`src/inc/ccr_map.svh`:
```
`ifndef CCR_MAP_SVH
`define CCR_MAP_SVH

// command codes
`define CCR_CMD_PWM_CTRL      8'h04
`define CCR_CMD_ADC_GAP       8'h05
`define CCR_CMD_MISC_CTRL     8'h06

// pwm control word, only the rectifier follow bit lives here
`define CCR_PWM_FOLLOW_BIT    0

// channel gap field
`define CCR_GAP_MSB           6
`define CCR_GAP_LSB           0

// misc control word fields
`define CCR_MISC_RSVD_HI_BIT  15
`define CCR_MISC_CHOP_BIT     14
`define CCR_MISC_PSCALE_BIT   13
`define CCR_MISC_DCLOOP_BIT   12
`define CCR_MISC_TSLOPE_BIT   11
`define CCR_MISC_RSVD_MSB     10
`define CCR_MISC_RSVD_LSB     9
`define CCR_MISC_ADDRKEEP_BIT 8
`define CCR_MISC_FILT_MSB     7
`define CCR_MISC_FILT_LSB     4
`define CCR_MISC_VINWAIT_BIT  3
`define CCR_MISC_PGREF_BIT    2
`define CCR_MISC_DLYCLK_BIT   1
`define CCR_MISC_TONHOLD_BIT  0

// reset values
`define CCR_PWM_CTRL_RST      1'h0
`define CCR_ADC_GAP_RST       7'h00
`define CCR_MISC_CTRL_RST     16'h0000

// address strap sampling
`define CCR_STRAP_ARM_ADDR    8'h20
`define CCR_STRAP_SAMPLES     3'h7

// timing
`define CCR_CLK_PERIOD_NS     5
`define CCR_GAP_LSB_NS        100
`define CCR_FILT_LSB_NS       10
`define CCR_GAP_LSB_CYCLES    (`CCR_GAP_LSB_NS / `CCR_CLK_PERIOD_NS)
`define CCR_FILT_LSB_CYCLES   (`CCR_FILT_LSB_NS / `CCR_CLK_PERIOD_NS)
`define CCR_DLY_SLOW_NS       50000
`define CCR_DLY_FAST_NS       20000
`define CCR_DLY_SLOW_CYCLES   (`CCR_DLY_SLOW_NS / `CCR_CLK_PERIOD_NS)
`define CCR_DLY_FAST_CYCLES   (`CCR_DLY_FAST_NS / `CCR_CLK_PERIOD_NS)

`endif

```
`src/inc/ccr_pkg.sv`:
```
package ccr_pkg;
	typedef enum logic [0:0] {
		CCR_GAP_IDLE,
		CCR_GAP_WAIT
	} ccr_gap_state_t;
endpackage

```
`src/rtl/ccr_glitch_filter.sv`:
```
`timescale 1ns/1ps
module ccr_glitch_filter #(
	parameter int LEN_W = 5
) (
	input  wire logic             ref_clk,
	input  wire logic             nrst,
	input  wire logic             din,
	input  wire logic [LEN_W-1:0] len_cycles,
	output logic                  dout
);
	logic [LEN_W-1:0] run;

	generate
		if (LEN_W < 1) begin : g_chk
			$error("ccr_glitch_filter: LEN_W must be at least 1");
		end
	endgenerate

	// output follows only after the input has differed for len_cycles + 1 cycles
	always_ff @(posedge ref_clk or negedge nrst) begin
		if (!nrst) begin
			run  <= '0;
			dout <= 1'b1;
		end else if (din == dout) begin
			run <= '0;
		end else if (run >= len_cycles) begin
			run  <= '0;
			dout <= din;
		end else begin
			run <= run + 1'b1;
		end
	end
endmodule

```
`src/rtl/ccr_config_regs.sv`:
```
`timescale 1ns/1ps
`include "ccr_map.svh"
module ccr_config_regs
	import ccr_pkg::*;
#(
	parameter int PWR_W           = 16,
	parameter int VIN_W           = 16,
	parameter int VOUT_W          = 16,
	parameter int DLY_SLOW_CYCLES = `CCR_DLY_SLOW_CYCLES,
	parameter int DLY_FAST_CYCLES = `CCR_DLY_FAST_CYCLES
) (
	input  wire logic              ref_clk,
	input  wire logic              nrst,
	input  wire logic [7:0]        reg_cmd,
	input  wire logic              reg_wr,
	input  wire logic              reg_rd,
	input  wire logic [15:0]       reg_wdata,
	output logic [15:0]            reg_rdata,
	output logic                   reg_rvalid,
	output logic                   reg_hit,
	input  wire logic              primary_gate_out,
	input  wire logic              soft_start_active,
	input  wire logic              pwm_adj_normal_bit,
	input  wire logic              other_adjust_active,
	output logic                   rectifier_gate_out,
	input  wire logic              adc_conv_done,
	output logic                   adc_start_next,
	output logic                   bandgap_chop_enable,
	input  wire logic [PWR_W-1:0]  measured_output_power,
	output logic [9:0]             power_indicator_output,
	output logic                   dc_loop_enable,
	output logic                   die_temp_slope_sel,
	input  wire logic [7:0]        stored_address,
	input  wire logic              strap_sample_done,
	output logic                   strap_sample_req,
	input  wire logic              scl_pin,
	input  wire logic              sda_pin,
	output logic                   scl_filtered,
	output logic                   sda_filtered,
	input  wire logic [VIN_W-1:0]  measured_input_voltage,
	input  wire logic [VIN_W-1:0]  input_turn_on_threshold,
	output logic                   start_permit,
	output logic                   power_good_ref_sel,
	output logic                   delay_count_tick,
	input  wire logic [VOUT_W-1:0] measured_output_voltage,
	input  wire logic [VOUT_W-1:0] output_undervoltage_min_level,
	output logic                   hold_min_ontime
);
	localparam int GAP_CNT_W = 12;
	localparam int FILT_W    = 5;
	localparam int DLY_W     = 16;
	localparam logic [GAP_CNT_W-1:0] GAP_STEP = GAP_CNT_W'(`CCR_GAP_LSB_CYCLES);
	localparam logic [FILT_W-1:0]    FILT_STEP = FILT_W'(`CCR_FILT_LSB_CYCLES);

	generate
		if (PWR_W < 11) begin : g_chk_pwr
			$error("ccr_config_regs: PWR_W must be at least 11");
		end
		if (DLY_SLOW_CYCLES < 1 || DLY_FAST_CYCLES < 1 ||
			DLY_SLOW_CYCLES > 65535 || DLY_FAST_CYCLES > 65535) begin : g_chk_dly
			$error("ccr_config_regs: delay tick counts out of range");
		end
		if (VIN_W < 1 || VOUT_W < 1) begin : g_chk_vw
			$error("ccr_config_regs: VIN_W and VOUT_W must be at least 1");
		end
		// longest gap and filter spans must fit their counters
		if (127 * `CCR_GAP_LSB_CYCLES >= (1 << GAP_CNT_W)) begin : g_chk_gap
			$error("ccr_config_regs: gap counter too narrow");
		end
		if (15 * `CCR_FILT_LSB_CYCLES >= (1 << FILT_W)) begin : g_chk_filt
			$error("ccr_config_regs: filter counter too narrow");
		end
	endgenerate

	logic                 rect_follow_enable;
	logic [6:0]           adc_gap;
	logic [15:0]          misc_ctrl;
	logic [15:0]          next_rdata;
	logic                 cmd_known;
	ccr_gap_state_t       gap_state;
	logic [GAP_CNT_W-1:0] gap_cnt;
	logic [GAP_CNT_W-1:0] gap_target;
	logic                 addr_at_arm;
	logic                 addr_at_arm_d;
	logic [2:0]           strap_left;
	logic                 scl_s1;
	logic                 scl_s2;
	logic                 sda_s1;
	logic                 sda_s2;
	logic [FILT_W-1:0]    filt_len;
	logic [DLY_W-1:0]     dly_cnt;
	logic [DLY_W-1:0]     dly_last;

	always_comb begin
		cmd_known  = 1'b1;
		next_rdata = 16'h0000;
		case (reg_cmd)
			`CCR_CMD_PWM_CTRL:  next_rdata[`CCR_PWM_FOLLOW_BIT] = rect_follow_enable;
			`CCR_CMD_ADC_GAP:   next_rdata[`CCR_GAP_MSB:`CCR_GAP_LSB] = adc_gap;
			`CCR_CMD_MISC_CTRL: next_rdata = misc_ctrl;
			default:            cmd_known = 1'b0;
		endcase
	end

	assign reg_hit = cmd_known;

	always_ff @(posedge ref_clk or negedge nrst) begin
		if (!nrst) begin
			rect_follow_enable <= `CCR_PWM_CTRL_RST;
			adc_gap            <= `CCR_ADC_GAP_RST;
			misc_ctrl          <= `CCR_MISC_CTRL_RST;
		end else if (reg_wr) begin
			case (reg_cmd)
				`CCR_CMD_PWM_CTRL:  rect_follow_enable <= reg_wdata[`CCR_PWM_FOLLOW_BIT];
				`CCR_CMD_ADC_GAP:   adc_gap <= reg_wdata[`CCR_GAP_MSB:`CCR_GAP_LSB];
				// reserved bits are stored like the rest and drive nothing
				`CCR_CMD_MISC_CTRL: misc_ctrl <= reg_wdata;
				default: ;
			endcase
		end
	end

	always_ff @(posedge ref_clk or negedge nrst) begin
		if (!nrst) begin
			reg_rdata  <= 16'h0000;
			reg_rvalid <= 1'b0;
		end else begin
			reg_rvalid <= reg_rd;
			if (reg_rd) begin
				reg_rdata <= next_rdata;
			end
		end
	end

	always_ff @(posedge ref_clk or negedge nrst) begin
		if (!nrst) begin
			rectifier_gate_out <= 1'b0;
		end else if (rect_follow_enable && !soft_start_active &&
			!pwm_adj_normal_bit && !other_adjust_active) begin
			rectifier_gate_out <= primary_gate_out;
		end else begin
			rectifier_gate_out <= 1'b0;
		end
	end

	assign gap_target = GAP_CNT_W'(adc_gap) * GAP_STEP;

	always_ff @(posedge ref_clk or negedge nrst) begin
		if (!nrst) begin
			gap_state      <= CCR_GAP_IDLE;
			gap_cnt        <= '0;
			adc_start_next <= 1'b0;
		end else begin
			adc_start_next <= 1'b0;
			case (gap_state)
				CCR_GAP_IDLE: begin
					gap_cnt <= '0;
					if (adc_conv_done) begin
						if (gap_target == '0) begin
							adc_start_next <= 1'b1;
						end else begin
							gap_state <= CCR_GAP_WAIT;
						end
					end
				end
				CCR_GAP_WAIT: begin
					if (gap_cnt + 1'b1 >= gap_target) begin
						adc_start_next <= 1'b1;
						gap_state      <= CCR_GAP_IDLE;
						gap_cnt        <= '0;
					end else begin
						gap_cnt <= gap_cnt + 1'b1;
					end
				end
				default: gap_state <= CCR_GAP_IDLE;
			endcase
		end
	end

	always_ff @(posedge ref_clk or negedge nrst) begin
		if (!nrst) begin
			bandgap_chop_enable    <= 1'b0;
			dc_loop_enable         <= 1'b0;
			die_temp_slope_sel     <= 1'b0;
			power_good_ref_sel     <= 1'b0;
			power_indicator_output <= 10'h000;
		end else begin
			bandgap_chop_enable <= misc_ctrl[`CCR_MISC_CHOP_BIT];
			dc_loop_enable      <= misc_ctrl[`CCR_MISC_DCLOOP_BIT];
			die_temp_slope_sel  <= misc_ctrl[`CCR_MISC_TSLOPE_BIT];
			power_good_ref_sel  <= misc_ctrl[`CCR_MISC_PGREF_BIT];
			if (misc_ctrl[`CCR_MISC_PSCALE_BIT]) begin
				power_indicator_output <= measured_output_power[10:1];
			end else begin
				power_indicator_output <= measured_output_power[9:0];
			end
		end
	end

	assign addr_at_arm = (stored_address == `CCR_STRAP_ARM_ADDR);

	// one-shot burst armed on the address reaching the arm value
	always_ff @(posedge ref_clk or negedge nrst) begin
		if (!nrst) begin
			addr_at_arm_d <= 1'b0;
			strap_left    <= 3'h0;
		end else begin
			addr_at_arm_d <= addr_at_arm;
			if (addr_at_arm && !addr_at_arm_d) begin
				strap_left <= `CCR_STRAP_SAMPLES;
			end else if (strap_sample_done && strap_left != 3'h0) begin
				strap_left <= strap_left - 3'h1;
			end
		end
	end

	always_ff @(posedge ref_clk or negedge nrst) begin
		if (!nrst) begin
			strap_sample_req <= 1'b0;
		end else begin
			strap_sample_req <= misc_ctrl[`CCR_MISC_ADDRKEEP_BIT] ||
				(strap_left != 3'h0 && !(strap_sample_done && strap_left == 3'h1));
		end
	end

	always_ff @(posedge ref_clk or negedge nrst) begin
		if (!nrst) begin
			scl_s1 <= 1'b1;
			scl_s2 <= 1'b1;
			sda_s1 <= 1'b1;
			sda_s2 <= 1'b1;
		end else begin
			scl_s1 <= scl_pin;
			scl_s2 <= scl_s1;
			sda_s1 <= sda_pin;
			sda_s2 <= sda_s1;
		end
	end

	assign filt_len = FILT_W'(misc_ctrl[`CCR_MISC_FILT_MSB:`CCR_MISC_FILT_LSB]) * FILT_STEP;

	ccr_glitch_filter #(
		.LEN_W (FILT_W)
	) u_scl_filter (
		.ref_clk    (ref_clk),
		.nrst       (nrst),
		.din        (scl_s2),
		.len_cycles (filt_len),
		.dout       (scl_filtered)
	);

	ccr_glitch_filter #(
		.LEN_W (FILT_W)
	) u_sda_filter (
		.ref_clk    (ref_clk),
		.nrst       (nrst),
		.din        (sda_s2),
		.len_cycles (filt_len),
		.dout       (sda_filtered)
	);

	always_ff @(posedge ref_clk or negedge nrst) begin
		if (!nrst) begin
			start_permit    <= 1'b0;
			hold_min_ontime <= 1'b0;
		end else begin
			start_permit <= !misc_ctrl[`CCR_MISC_VINWAIT_BIT] ||
				(measured_input_voltage > input_turn_on_threshold);
			hold_min_ontime <= misc_ctrl[`CCR_MISC_TONHOLD_BIT] && soft_start_active &&
				!(measured_output_voltage > output_undervoltage_min_level);
		end
	end

	assign dly_last = misc_ctrl[`CCR_MISC_DLYCLK_BIT] ?
		DLY_W'(DLY_SLOW_CYCLES - 1) : DLY_W'(DLY_FAST_CYCLES - 1);

	always_ff @(posedge ref_clk or negedge nrst) begin
		if (!nrst) begin
			dly_cnt          <= '0;
			delay_count_tick <= 1'b0;
		end else if (dly_cnt >= dly_last) begin
			dly_cnt          <= '0;
			delay_count_tick <= 1'b1;
		end else begin
			dly_cnt          <= dly_cnt + 1'b1;
			delay_count_tick <= 1'b0;
		end
	end
endmodule

```
`config.mk`:
```
export PLATFORM = sky130hd
export DESIGN_NAME = ccr_config_regs
export DESIGN_NICKNAME = d
export VERILOG_FILES = /design/src/inc/ccr_pkg.sv /design/src/rtl/ccr_glitch_filter.sv /design/src/rtl/ccr_config_regs.sv
export VERILOG_INCLUDE_DIRS = /design/src /design/src/inc
export SDC_FILE = /design/constraint.sdc
export NUM_CORES = 1
export LEC_CHECK = 0
export BUFFER_PORTS_ARGS = -buffer_cell sky130_fd_sc_hd__clkbuf_2
export CORE_MARGIN = 2
export CORE_UTILIZATION = 48
export CTS_BUF_LIST = sky130_fd_sc_hd__clkbuf_4 sky130_fd_sc_hd__clkbuf_8 sky130_fd_sc_hd__clkbuf_16
export DETAILED_ROUTE_END_ITERATION = 10
export PLACE_DENSITY = 0.78
export SLEW_MARGIN = 20
export SYNTH_ARGS = -nofsm -noshare
export SYNTH_HDL_FRONTEND = slang
export SYNTH_SLANG_ARGS = --single-unit
```
`constraint.sdc`:
```
create_clock -name ref_clk -period 3 [get_ports ref_clk]
set_input_delay 0.45 -clock ref_clk [delete_from_list [all_inputs] [get_ports ref_clk]]
set_output_delay 0.45 -clock ref_clk [all_outputs]
set_load 0.02 [all_outputs]
```
; Word-level counts from Yosys, hierarchy flattened
; Index checks and enable logic that the tools add are counted.
[word_totals]
register_bits = 110
inputBits = 124
out_inout_bits = 40
word_cells = 103
[classes]
n_addsub = 5
multipliers = 1
order_cmp = 6
n_eq_ne = 7
n_mux = 25
bitwise_logic = 3
reduce_logical = 27
[ops]
columns = op, count
row1 = 16-bit > comparator, 2
row2 = 8-bit by 3-bit equality test with 1-bit output (second input constant), 3
row3 = 12-bit case mux with 2 select lines, 1
row4 = 5-bit two-way mux, 4
row5 = 16-bit by 1-bit adder with 16-bit output (second input constant), 1
row6 = 16-bit by 14-bit greater-or-equal comparator with 1-bit output, 1
row7 = 16-bit two-way mux, 1
row8 = 14-bit two-way mux, 1
row9 = 12-bit by 1-bit adder with 12-bit output (second input constant), 1
row10 = 12-bit greater-or-equal comparator, 1
row11 = 12-bit zero test, 1
row12 = 12-bit two-way mux, 1
row13 = 6-bit case mux with 2 select lines, 1
row14 = 5-bit by 1-bit adder with 5-bit output (second input constant), 2
row15 = 5-bit greater-or-equal comparator, 2
row16 = 7-bit by 3-bit multiplier with 10-bit output (second input constant), 1
row17 = 10-bit two-way mux, 1
row18 = 2-bit AND reduction, 5
row19 = 1-bit logical AND, 9
row20 = 1-bit two-way mux, 9
row21 = 9-bit two-way mux, 1
row22 = 8-bit by 6-bit equality test with 1-bit output (second input constant), 1
row23 = 1-bit zero test, 7
row24 = 3-bit two-way mux, 2
row25 = 10 further kinds, 15

; Longest topological paths before layout
; Gate-level depths: netlist (run 1).
[depth]
ltp_word = 5
ltp_mapped = 15
ltp_nobuf = 14

; Hierarchy
; A second synthesis (run 1) with hierarchy kept.
[hier_totals]
cells_unflattened = 578
hier_area_um2 = 6168.4
[modules_own_cells]
columns = mod, n_inst, cells_per_inst, area_each_um2, seq_area_each_um2
row1 = ccr_config_regs, 1, 494, 5285.1, 2457.4
row2 = ccr_glitch_filter, 2, 42, 441.7, 151.4

; Worst setup path before layout (run 1)
; Ideal clock, no wire load.
[synth_path]
kind = register -> register
start = register adc_gap[3]
end = register gap_state
setup_ps = 143
arrival_time_ps = 3054
required_ps = 2857
slack_ps = -197
path_stages_with_launch = 15
path_buffers = 1
synth_period_minus_slack_ps = 3197
path_cell_list = dfrtp_1 > ha_1 > ha_1 > inv_1 > fa_1 > nand2b_1 > a21oi_1 > a21o_1 > nand2_1 > ha_1 > and4_1 > o211ai_1 > o21ai_0 > clkbuf_1 > o21ai_0
[synth_via]
elab_chain_cells = 5
elab_cells_between_ends = 7
classes_between = mul (1) / order compare (1) / mux (4) / reduce/logical (1)
[synth_lines]
columns = item, line_no
row1 = start: declaration, ccr_config_regs.sv:76  ; logic [6:0] adc_gap;
row2 = start signal: assignment, ccr_config_regs.sv:110  ; adc_gap <= `CCR_ADC_GAP_RST;
row3 = start signal: assignment, ccr_config_regs.sv:115  ; `CCR_CMD_ADC_GAP: adc_gap <= reg_wdata[`CCR_GAP_MSB:`CCR_GAP_LSB];
row4 = 7-bit by 3-bit multiplier with 10-bit output (*), ccr_config_regs.sv:146  ; assign gap_target = GAP_CNT_W'(adc_gap) * GAP_STEP;
row5 = branches (longest 3 deep; another with 12-bit greater-or-equal comparator), -
row6 = 1-bit case mux with 2 select lines (*), ccr_config_regs.sv:155  ; case (gap_state)
row7 = end signal: assignment, ccr_config_regs.sv:150  ; gap_state <= CCR_GAP_IDLE;
row8 = end signal: assignment, ccr_config_regs.sv:162  ; gap_state <= CCR_GAP_WAIT;
row9 = end signal: assignment, ccr_config_regs.sv:169  ; gap_state <= CCR_GAP_IDLE;
row10 = end: declaration, ccr_config_regs.sv:80  ; ccr_gap_state_t gap_state;
; Every way passes the cells marked *.
; A chain may end at the register's enable or synchronous reset.

; Final worst setup path (run 1)
[layout_path]
start = register adc_gap[4]
end = register gap_cnt[8]
[layout_via]
elab_chain_cells = 4
[layout_lines]
columns = item, line_no
row1 = 7-bit by 3-bit multiplier with 10-bit output, ccr_config_regs.sv:146
row2 = 12-bit greater-or-equal comparator, ccr_config_regs.sv:167  ; if (gap_cnt + 1'b1 >= gap_target) begin
row3 = 12-bit two-way mux, ccr_config_regs.sv:167
row4 = 12-bit case mux with 2 select lines, ccr_config_regs.sv:155
row5 = end signal: assignment, ccr_config_regs.sv:172  ; gap_cnt <= gap_cnt + 1'b1;
row6 = end: declaration, ccr_config_regs.sv:81  ; logic [GAP_CNT_W-1:0] gap_cnt;
; Every way passes these cells.

==> results of run 1 <==
[final timing paths]
check | startpoint | end | slack, ns | cells after the start
max | adc_gap[4]$_DFFE_PN0P_ | gap_cnt[8]$_DFF_PN0_ | -0.26 | 15
min | nrst | power_indicator_output[8]$_DFF_PN0_ | 0.16 | 2
max reg2reg | adc_gap[4]$_DFFE_PN0P_ | gap_cnt[8]$_DFF_PN0_ | -0.26 | 15
min reg2reg | sda_s1$_DFF_PN1_ | sda_s2$_DFF_PN1_ | 0.36 | 0
max in group asynchronous | nrst | dly_cnt[1]$_DFF_PN0_ | 2.40 | 2
min in group ref_clk | scl_pin | scl_s1$_DFF_PN1_ | 0.18 | 1
[worst max-delay path: cells and delay by family, from the launching register on]
family / cells / cell delay (ns)
buffers and inverters: 3 / 0.45
DFF: 1 / 0.42
AOI/OAI and AO/OA: 5 / 0.72
xor gates and xnor gates: 1 / 0.24
and+or+nand+nor: 3 / 0.47
adders and majority gates: 3 / 0.89
[flip-flops by register name, indices dropped and copies added, names as in the netlist, 3 cells and up]
signal                  count
gap_cnt                    12
u_scl_filter.run            5
dly_cnt                    16
reg_rdata                  16
power_indicator_output     10
adc_gap                     7
u_sda_filter.run            5
strap_left                  3
misc_ctrl                  16
[placed cells by master (no fill, tap or decap), types with 3 or more instances in the layout]
cell / instances
sky130_fd_sc_hd__ha_4: 8
sky130_fd_sc_hd__buf_4: 11
sky130_fd_sc_hd__and2_1: 3
sky130_fd_sc_hd__a21o_1: 16
sky130_fd_sc_hd__mux2_4: 10
sky130_fd_sc_hd__o21ai_0: 15
sky130_fd_sc_hd__o21a_1: 4
sky130_fd_sc_hd__nor2b_1: 8
sky130_fd_sc_hd__mux2_2: 28
sky130_fd_sc_hd__o21ai_1: 4
sky130_fd_sc_hd__ha_1: 63
sky130_fd_sc_hd__nor2_1: 50
sky130_fd_sc_hd__nand2b_1: 3
sky130_fd_sc_hd__nor3_1: 3
sky130_fd_sc_hd__xnor2_1: 17
sky130_fd_sc_hd__inv_1: 64
sky130_fd_sc_hd__o211ai_1: 3
sky130_fd_sc_hd__a22oi_1: 5
sky130_fd_sc_hd__a21oi_1: 21
sky130_fd_sc_hd__dfrtp_1: 104
sky130_fd_sc_hd__nand3_1: 25
sky130_fd_sc_hd__buf_6: 4
sky130_fd_sc_hd__nand2_1: 22
sky130_fd_sc_hd__clkbuf_2: 157
sky130_fd_sc_hd__nor4_1: 3
sky130_fd_sc_hd__nand4_1: 12
sky130_fd_sc_hd__a211oi_1: 3
sky130_fd_sc_hd__dfstp_2: 6
sky130_fd_sc_hd__and4b_1: 4
sky130_fd_sc_hd__xor2_1: 17
sky130_fd_sc_hd__nor2b_4: 4
sky130_fd_sc_hd__clkbuf_16: 9
[cells by family after synthesis]
family	count (synthesis)
and+or+nand+nor	154
DFF	110
AOI/OAI and AO/OA	83
buffers and inverters	74
adders and majority gates	72
muxes	39
xor gates and xnor gates	35
other	1
[cells in the mapped netlist, types with 2 or more instances]
master / count / area share
sky130_fd_sc_hd__a21o_1: 16 / 0.020
sky130_fd_sc_hd__mux2_2: 28 / 0.052
sky130_fd_sc_hd__buf_6: 3 / 0.0056
sky130_fd_sc_hd__a211o_1: 2 / 0.0029
sky130_fd_sc_hd__nand2_1: 23 / 0.014
sky130_fd_sc_hd__o21a_1: 4 / 0.0049
sky130_fd_sc_hd__a22oi_1: 5 / 0.0062
sky130_fd_sc_hd__nand4_1: 12 / 0.012
sky130_fd_sc_hd__and2_1: 3 / 0.0031
sky130_fd_sc_hd__or3_1: 2 / 0.0021
sky130_fd_sc_hd__and4b_1: 4 / 0.0066
sky130_fd_sc_hd__o21ai_1: 2 / 0.0016
sky130_fd_sc_hd__inv_1: 65 / 0.040
sky130_fd_sc_hd__o21ai_0: 18 / 0.015
sky130_fd_sc_hd__dfstp_2: 6 / 0.026
sky130_fd_sc_hd__and3_1: 2 / 0.0021
sky130_fd_sc_hd__xor2_1: 17 / 0.024
sky130_fd_sc_hd__nor4_1: 3 / 0.0031
sky130_fd_sc_hd__xnor2_1: 18 / 0.026
sky130_fd_sc_hd__a21oi_1: 23 / 0.019
sky130_fd_sc_hd__ha_1: 71 / 0.15
sky130_fd_sc_hd__nand3_1: 25 / 0.021
sky130_fd_sc_hd__o211ai_1: 3 / 0.0037
sky130_fd_sc_hd__nor2_1: 51 / 0.031
sky130_fd_sc_hd__a211oi_1: 4 / 0.0049
sky130_fd_sc_hd__nor2b_1: 12 / 0.012
sky130_fd_sc_hd__clkbuf_1: 4 / 0.0025
sky130_fd_sc_hd__nor3_1: 3 / 0.0025
sky130_fd_sc_hd__nand2b_1: 4 / 0.0041
sky130_fd_sc_hd__and4_1: 3 / 0.0043
sky130_fd_sc_hd__mux2_4: 10 / 0.025
sky130_fd_sc_hd__dfrtp_1: 104 / 0.43
[per-stage QoR]
stage | instance area, um2 | hold slack [ns] | TNS (ns) | setup WS [ns]
floorplan | 6090 | 0.154 | 0 | 0.0418
global placement | 7120 | 0.346 | 0 | 0.0126
detailed placement | 7120 | 0.349 | -1.38 | -0.125
CTS | 7580 | 0.176 | -0.499 | -0.0531
global route | 7700 | 0.185 | -3.48 | -0.340
finish | 7700 | 0.161 | -2.37 | -0.255
[power by group]
group	internal, W	switching [W]	leakage, nW
logic	0.000326	0.000364	2.34
clock network	0.000703	0.000550	0.154
registers	0.00158	0.0000605	1.45
total	0.00261	0.000974	3.94
[per-layer routing]
| layer | vias up | routed length (um) | global-route usage |
|---|---|---|---|
| met4 | 0 | 422 | 0.0729 |
| met1 | 2286 | 5680 | 0.239 |
| li1 | 2299 | - | - |
| met3 | 36 | 511 | 0.0301 |
| met2 | 124 | 7360 | 0.364 |
| met5 | - | 0 | 0 |
[layout make-up]
type / instances / area [um2]
clock buffers: 11 / 253
clock inverters: 5 / 66.3
fillers: 1008 / 4810
inverters: 65 / 244
multi-input cells: 384 / 3210
flip-flops and latches: 110 / 2760
well taps: 172 / 215
repair buffers: 174 / 953
[what timing repair did]
item                                    CTS  global route
endpoints found under the setup margin   14            14
pin swaps                                19            11
hold endpoints to repair                  0             0
gates cloned                              1             0
resized for setup                        16            19
hold buffers                              0             0
setup buffers                             7             1
==> flow_summary.html, run 1 <==
<table>
<tr><th>Metric</th><th>Value</th></tr>
<tr><th colspan="2">Power</th></tr>
<tr><td>Pwr per Cell Area</td><td>465 mW/mm2</td></tr>
<tr><td>IR Drop Worst-Case VDD</td><td>262 uV</td></tr>
<tr><td>Total chip power</td><td>0.00358 W</td></tr>
<tr><td>Static power due to leakage</td><td>3.94 nW</td></tr>
<tr><th colspan="2">Worst setup path</th></tr>
<tr><td>Critical path class</td><td>register to register</td></tr>
<tr><td>Endpoint required time on the critical path</td><td>3.27 ns</td></tr>
<tr><td>Data arrival time of the critical path</td><td>3.53 ns</td></tr>
<tr><td>Endpoint kind of the worst setup timing path</td><td>register</td></tr>
<tr><td>Maximum net fanout on the critical path</td><td>6</td></tr>
<tr><td>Largest incremental delay on the critical path</td><td>0.42 ns</td></tr>
<tr><td>CP Launch Type</td><td>register</td></tr>
<tr><td>Ordered list of cells on the worst path</td><td>buf_4 -&gt; ha_1 -&gt; ha_4 -&gt; o21ai_1 -&gt; o21bai_1 -&gt; a21oi_1 -&gt; xor2_1 -&gt; ha_1 -&gt; nor2b_1 -&gt; o21ai_1 -&gt; and4b_1 -&gt; o21ai_2 -&gt; buf_6 -&gt; buf_12 -&gt; nor2b_1</td></tr>
<tr><td>Standard cell with the maximum stage delay on the critical path</td><td>sky130_fd_sc_hd__dfrtp_1</td></tr>
<tr><th colspan="2">Routing</th></tr>
<tr><td>ANT nets after route</td><td>0</td></tr>
<tr><td>Via Count</td><td>4745</td></tr>
<tr><td>DR DRC count</td><td>0</td></tr>
<tr><td>Total wire length after detailed routing</td><td>14000 um</td></tr>
<tr><td>Drt via density</td><td>5.15</td></tr>
<tr><td>Average wire per cell in the routed design</td><td>15.2 um</td></tr>
<tr><td>First-pass iteration count of the detailed router</td><td>4</td></tr>
<tr><td>1st-iter DRT viols</td><td>190</td></tr>
<tr><th colspan="2">Status</th></tr>
<tr><td>Violations in the final reports</td><td>negative setup slack</td></tr>
<tr><td>Outcome</td><td>complete, but fails checks</td></tr>
<tr><th colspan="2">Finish</th></tr>
<tr><td>Share of cells above drive strength 1</td><td>0.350</td></tr>
<tr><td>Antenna Diode Count</td><td>0</td></tr>
<tr><td>Utilization after layout</td><td>0.615</td></tr>
<tr><td>Net total in the final layout</td><td>940</td></tr>
<tr><td>Fin cells</td><td>921</td></tr>
<tr><td>Area Growth Syn to Fin</td><td>26.7%</td></tr>
<tr><th colspan="2">STA</th></tr>
<tr><td>RSZ-0062 raised after global routing</td><td>true</td></tr>
<tr><td>Period utilisation layout</td><td>1.09</td></tr>
<tr><td>Setup slack after layout</td><td>-0.255 ns</td></tr>
<tr><td>Normalized max-slew margin</td><td>0.572</td></tr>
<tr><td>Highest clock frequency the design can meet</td><td>0.307 GHz</td></tr>
<tr><td>Max Transition Viols Final</td><td>0</td></tr>
<tr><td>Clock Skew</td><td>0.00831 ns</td></tr>
<tr><td>Final Critical Period</td><td>3.26 ns</td></tr>
<tr><td>Transition time at the pin with the least slew margin</td><td>0.626 ns</td></tr>
<tr><td>Count of endpoints failing setup in the final report</td><td>14</td></tr>
<tr><td>Count of final hold-check violations</td><td>0</td></tr>
<tr><th colspan="2">Clock network</th></tr>
<tr><td>Maximum clock insertion buffer count</td><td>2</td></tr>
<tr><td>Clock network latency to the later pin of the worst-skew pair</td><td>0.34 ns</td></tr>
<tr><td>H-tree levels</td><td>3</td></tr>
<tr><td>CTS Root Buffer Type</td><td>sky130_fd_sc_hd__clkbuf_16</td></tr>
<tr><td>CTS tree</td><td>done</td></tr>
<tr><td>Register clock-pin slew on the reported worst setup and hold paths</td><td>0.07 ns</td></tr>
<tr><td>Number of clock sinks</td><td>110</td></tr>
<tr><td>Cts bufs inserted</td><td>9</td></tr>
<tr><th colspan="2">Synth</th></tr>
<tr><td>Sequential area share after synthesis</td><td>0.454</td></tr>
<tr><td>Net count after synthesis</td><td>764</td></tr>
<tr><td>Post-synthesis instance area</td><td>0.00608 mm2</td></tr>
<tr><td>Mean Syn Cell Area</td><td>10.7 um2</td></tr>
<tr><td>Proportion of synthesized flip-flops having asynchronous set or reset</td><td>1.00</td></tr>
<tr><td>Adder and majority cell fraction of the synthesized area</td><td>0.149</td></tr>
<tr><td>Post-Synthesis Cells</td><td>568</td></tr>
<tr><td>Share of the synthesized netlist area taken by xor and xnor gates</td><td>0.0504</td></tr>
<tr><td>Top FF cell, synth</td><td>sky130_fd_sc_hd__dfrtp_1</td></tr>
<tr><td>Fraction of the mapped netlist area in simple logic gates</td><td>0.132</td></tr>
<tr><td>Share of synthesized area spent on multiplexers</td><td>0.0782</td></tr>
<tr><td>Count of different cell masters after synthesis</td><td>50</td></tr>
<tr><td>Yosys warning count</td><td>0</td></tr>
<tr><td>Compound-Gate Fraction of Synth Area</td><td>0.0860</td></tr>
<tr><td>Main combinational cell family by area after synthesis</td><td>adder cells</td></tr>
<tr><td>Synthesis-stage register bit count</td><td>110</td></tr>
<tr><td>Number of enable flip-flop cells after synthesis</td><td>0</td></tr>
<tr><th colspan="2">Die</th></tr>
<tr><td>Initial core utilization</td><td>0.486</td></tr>
<tr><td>Total Die Area</td><td>0.0136 mm2</td></tr>
<tr><td>I/O Pins</td><td>164</td></tr>
<tr><td>Die extent in x</td><td>117 um</td></tr>
<tr><td>Number of rows created at floorplan</td><td>41</td></tr>
<tr><td>Floorplan Core Area</td><td>0.0125 mm2</td></tr>
<tr><td>Chip Height</td><td>117 um</td></tr>
<tr><th colspan="2">Placement</th></tr>
<tr><td>Half-perimeter wire length after placement</td><td>10100 um</td></tr>
<tr><td>IO buf count</td><td>158</td></tr>
<tr><td>Final weighted congestion of routability-driven global placement</td><td>0.806</td></tr>
<tr><td>Total instance count after detailed placement</td><td>897</td></tr>
<tr><th colspan="2">Global route</th></tr>
<tr><td>Overall Global Routing Usage</td><td>0.199</td></tr>
<tr><td>First-pass GRT wire length</td><td>21600 um</td></tr>
<tr><td>Number of global-route vias before repair</td><td>4913</td></tr>
<tr><td>Total gr overflow</td><td>0</td></tr>
<tr><td>Antenna violations before repair</td><td>0</td></tr>
<tr><td>Maximum number of pins on one net before global-route repair</td><td>111</td></tr>
<tr><th colspan="2">Run</th></tr>
<tr><td>Max Cap Violations</td><td>0</td></tr>
<tr><th colspan="2">Worst hold path</th></tr>
<tr><td>Worst hold path class</td><td>input pin to asynchronous set/reset pin</td></tr>
</table>
Power figures use the tool's default switching activity.
==> run 2, diff against run 1 <==
--- a/config.mk
+++ b/config.mk
@@ -7,8 +7,10 @@
 export NUM_CORES = 1
 export LEC_CHECK = 0
 export BUFFER_PORTS_ARGS = -buffer_cell sky130_fd_sc_hd__clkbuf_2
+export CELL_PAD_IN_SITES_DETAIL_PLACEMENT = 0
+export CELL_PAD_IN_SITES_GLOBAL_PLACEMENT = 2
 export CORE_MARGIN = 2
-export CORE_UTILIZATION = 48
+export CORE_UTILIZATION = 30
 export CTS_BUF_LIST = sky130_fd_sc_hd__clkbuf_4 sky130_fd_sc_hd__clkbuf_8 sky130_fd_sc_hd__clkbuf_16
 export DETAILED_ROUTE_END_ITERATION = 10
 export PLACE_DENSITY = 0.78
==> flow_summary.html, run 2 (synthesized netlist as in run 1, its figures left out) <==
<table>
<tr><th>Metric</th><th>Value</th></tr>
<tr><th colspan="2">Clock network</th></tr>
<tr><td>CTS Root Buffer Type</td><td>sky130_fd_sc_hd__clkbuf_16</td></tr>
<tr><td>CTS tree</td><td>done</td></tr>
<tr><td>Register clock-pin slew on the reported worst setup and hold paths</td><td>0.08 ns (about the same)</td></tr>
<tr><td>Maximum clock insertion buffer count</td><td>2 (unchanged)</td></tr>
<tr><td>Clock network latency to the later pin of the worst-skew pair</td><td>0.35 ns (about the same)</td></tr>
<tr><td>Cts bufs inserted</td><td>9 (unchanged)</td></tr>
<tr><td>H-tree levels</td><td>3 (unchanged)</td></tr>
<tr><td>Number of clock sinks</td><td>110 (unchanged)</td></tr>
<tr><td>Hold buffer count at CTS</td><td>0 (unchanged)</td></tr>
<tr><th colspan="2">Finish</th></tr>
<tr><td>Commonest cells after routing, fill and taps aside</td><td>157 x sky130_fd_sc_hd__clkbuf_2, 104 x sky130_fd_sc_hd__dfrtp_1, 64 x sky130_fd_sc_hd__inv_1, 63 x sky130_fd_sc_hd__ha_1, 49 x sky130_fd_sc_hd__nor2_1</td></tr>
<tr><td>Area of the multi-input gates</td><td>0.00318 mm2 (-1.0%)</td></tr>
<tr><td>Net total in the final layout</td><td>942 (+0.21%)</td></tr>
<tr><td>Registers with the highest flip-flop counts</td><td>dly_cnt x16, misc_ctrl x16, reg_rdata x16</td></tr>
<tr><td>Register Area</td><td>0.00276 mm2 (unchanged)</td></tr>
<tr><td>Utilization after layout</td><td>0.388 (-0.228)</td></tr>
<tr><td>Most frequent standard cell in the layout excluding fill and tap cells</td><td>sky130_fd_sc_hd__clkbuf_2</td></tr>
<tr><td>Area Growth Syn to Fin</td><td>27.7%</td></tr>
<tr><td>Share of cells above drive strength 1</td><td>0.349 (-0.000932)</td></tr>
<tr><td>Layout fillers</td><td>1992 (+98%)</td></tr>
<tr><td>Antenna Diode Count</td><td>0 (unchanged)</td></tr>
<tr><th colspan="2">Die</th></tr>
<tr><td>Floorplan Core Area</td><td>0.0200 mm2 (+60%)</td></tr>
<tr><td>Total Die Area</td><td>0.0214 mm2 (+58%)</td></tr>
<tr><td>I/O Pins</td><td>164 (unchanged)</td></tr>
<tr><td>Chip Height</td><td>146 um (+26%)</td></tr>
<tr><td>Number of rows created at floorplan</td><td>52 (+27%)</td></tr>
<tr><td>Die extent in x</td><td>146 um (+26%)</td></tr>
<tr><td>Initial core utilization</td><td>0.303 (-0.182)</td></tr>
<tr><th colspan="2">Routing</th></tr>
<tr><td>DR DRC count</td><td>0 (unchanged)</td></tr>
<tr><td>Average wire per cell in the routed design</td><td>13.8 um (-9.1%)</td></tr>
<tr><td>Via Count</td><td>4571 (-3.7%)</td></tr>
<tr><td>Total wire length after detailed routing</td><td>14100 um (+0.78%)</td></tr>
<tr><td>First-pass iteration count of the detailed router</td><td>4 (unchanged)</td></tr>
<tr><td>ANT nets after route</td><td>0 (unchanged)</td></tr>
<tr><td>Drt via density</td><td>4.48 (-13%)</td></tr>
<tr><td>1st-iter DRT viols</td><td>158 (-17%)</td></tr>
<tr><th colspan="2">Worst setup path</th></tr>
<tr><td>Data arrival time of the critical path</td><td>3.29 ns (-0.24 ns)</td></tr>
<tr><td>Critical path class</td><td>register to register</td></tr>
<tr><td>Depth of the worst register-to-register path</td><td>17 (+2)</td></tr>
<tr><td>Endpoint required time on the critical path</td><td>3.29 ns (+0.02 ns)</td></tr>
<tr><td>Endpoint kind of the worst setup timing path</td><td>register</td></tr>
<tr><td>Maximum net fanout on the critical path</td><td>6 (unchanged)</td></tr>
<tr><td>CP Launch Type</td><td>register</td></tr>
<tr><th colspan="2">Power</th></tr>
<tr><td>Internal power consumption</td><td>0.00247 W (-5.1%)</td></tr>
<tr><td>Proportion of power drawn by flip-flops and latches</td><td>0.473 (+0.016)</td></tr>
<tr><td>Switching share of power</td><td>0.286 (+0.0138)</td></tr>
<tr><td>Pwr per Cell Area</td><td>446 mW/mm2 (-4.1%)</td></tr>
<tr><td>Clock power frac</td><td>0.332 (-0.018)</td></tr>
<tr><td>Switching power</td><td>0.000990 W (+1.6%)</td></tr>
<tr><td>Logic gate share of total power</td><td>0.195 (+0.002)</td></tr>
<tr><td>Static power due to leakage</td><td>3.93 nW (-0.33%)</td></tr>
<tr><td>IR Drop Worst-Case VDD</td><td>264 uV (+0.68%)</td></tr>
<tr><th colspan="2">STA</th></tr>
<tr><td>Period utilisation layout</td><td>1.00 (-0.0836)</td></tr>
<tr><td>RSZ-0062 raised after global routing</td><td>true</td></tr>
<tr><td>Highest clock frequency the design can meet</td><td>0.333 GHz (+8.3%)</td></tr>
<tr><td>Normalized max-slew margin</td><td>0.540 (-0.0321)</td></tr>
<tr><td>Setup slack after layout</td><td>-0.00447 ns (+0.251 ns)</td></tr>
<tr><td>Clock Skew</td><td>0.00742 ns (-0.000894 ns)</td></tr>
<tr><td>Transition time at the pin with the least slew margin</td><td>0.673 ns (+0.0470 ns)</td></tr>
<tr><td>Hold WS</td><td>-0.00434 ns (-0.165 ns)</td></tr>
<tr><td>Final Critical Period</td><td>3.00 ns (-0.251 ns)</td></tr>
<tr><td>Count of final hold-check violations</td><td>4 (+4)</td></tr>
<tr><td>Count of endpoints failing setup in the final report</td><td>3 (-11)</td></tr>
<tr><td>Max Transition Viols Final</td><td>0 (unchanged)</td></tr>
<tr><th colspan="2">Global route</th></tr>
<tr><td>Total gr overflow</td><td>0 (unchanged)</td></tr>
<tr><td>Number of global-route vias before repair</td><td>4820 (-1.9%)</td></tr>
<tr><td>Maximum number of pins on one net before global-route repair</td><td>60 (-46%)</td></tr>
<tr><td>Antenna violations before repair</td><td>0 (unchanged)</td></tr>
<tr><td>First-pass GRT wire length</td><td>23400 um (+8.3%)</td></tr>
<tr><td>Overall Global Routing Usage</td><td>0.135 (-0.0644)</td></tr>
<tr><th colspan="2">Status</th></tr>
<tr><td>Outcome</td><td>complete, but fails checks</td></tr>
<tr><td>Violations in the final reports</td><td>negative hold slack, negative setup slack</td></tr>
<tr><th colspan="2">Placement</th></tr>
<tr><td>Half-perimeter wire length after placement</td><td>10800 um (+7.2%)</td></tr>
<tr><td>Final weighted congestion of routability-driven global placement</td><td>0.797 (-1.0%)</td></tr>
<tr><td>IO buf count</td><td>158 (unchanged)</td></tr>
<tr><td>Setup WS pre-CTS</td><td>-0.103 ns (+0.0223 ns)</td></tr>
<tr><th colspan="2">Run</th></tr>
<tr><td>Max Cap Violations</td><td>0 (unchanged)</td></tr>
<tr><th colspan="2">Worst hold path</th></tr>
<tr><td>Worst hold path class</td><td>input pin to asynchronous set/reset pin</td></tr>
</table>
==> run 2: per-layer routing <==
layer  part of all wire  wire length [um]  vias to the layer above  track usage
met5                  0                 0                        -            0
met4              0.019               274                        0       0.0519
met2               0.50              7060                       85        0.233
li1                   -                 -                     2307            -
met3              0.039               543                       20       0.0247
met1               0.44              6200                     2159        0.168
==> run 2: critical path, cell delays in order (launching register included) <==
cell and delay, ns:
sky130_fd_sc_hd__dfrtp_1 0.44, sky130_fd_sc_hd__buf_6 0.13, sky130_fd_sc_hd__ha_1 0.14, sky130_fd_sc_hd__ha_2 0.19, sky130_fd_sc_hd__inv_2 0.04, sky130_fd_sc_hd__fa_2 0.33
sky130_fd_sc_hd__nand2b_4 0.15, sky130_fd_sc_hd__a21oi_4 0.16, sky130_fd_sc_hd__xnor2_2 0.15, sky130_fd_sc_hd__ha_4 0.24, sky130_fd_sc_hd__a21oi_2 0.13, sky130_fd_sc_hd__nor2b_1 0.05
sky130_fd_sc_hd__o21ai_1 0.10, sky130_fd_sc_hd__and4b_1 0.21, sky130_fd_sc_hd__o21ai_2 0.08, sky130_fd_sc_hd__buf_6 0.16, sky130_fd_sc_hd__buf_12 0.13, sky130_fd_sc_hd__nor2b_1 0.10
==> run 2: timing repair <==
item                       CTS  global route
setup buffers                4             2
pin swaps                   12            17
gates cloned                 1             0
setup endpoints to repair   13            14
gates resized for setup     17            11
==> run 2: area by class of cell <==
class	count	share of cell area
multi-input cells	384	0.409
flip-flops and latches	110	0.355
repair buffers	176	0.124
well taps	270	0.0435
inverters	65	0.0314
clock buffers	9	0.0290
clock inverters	7	0.00741
==> run 2: worst paths after layout <==
check	start	endpoint	slack, ns
max in group asynchronous	nrst	u_scl_filter.dout$_DFFE_PN1P_	2.30
min reg2reg	scl_s1$_DFF_PN1_	scl_s2$_DFF_PN1_	0.36
min in group ref_clk	sda_pin	sda_s1$_DFF_PN1_	0.17
min	nrst	power_indicator_output[5]$_DFF_PN0_	-0.004
max	adc_gap[2]$_DFFE_PN0P_	gap_cnt[5]$_DFF_PN0_	-0.004
max reg2reg	adc_gap[2]$_DFFE_PN0P_	gap_cnt[5]$_DFF_PN0_	-0.004
==> run 2: power by group through the flow <==
stage	registers, W	logic, W	clock network, W
6_report	0.00164	0.000674	0.00115
5_1_grt	0.00165	0.000763	0.00125
4_1_cts	0.00164	0.000699	0.00120
3_5_place_dp	0.00167	0.000622	0
3_3_place_gp	0.00166	0.000604	0
2_1_floorplan	0.00169	0.000330	0
==> run 2: stage by stage <==
step / instance area (um2) / cells / TNS (ns) / total power, W / hold WS, ns
after CTS: 7700 / 1020 / -0.408 / 0.00353 / 0.00179
final: 7770 / 1021 / -0.00919 / 0.00346 / -0.00434
after global routing: 7770 / 1021 / -1.08 / 0.00366 / 0.00192
after global placement: 7270 / 999 / -0.330 / 0.00226 / 0.347
after floorplan: 6090 / 568 / 0 / 0.00202 / 0.154
after detailed placement: 7270 / 999 / -0.984 / 0.00229 / 0.349
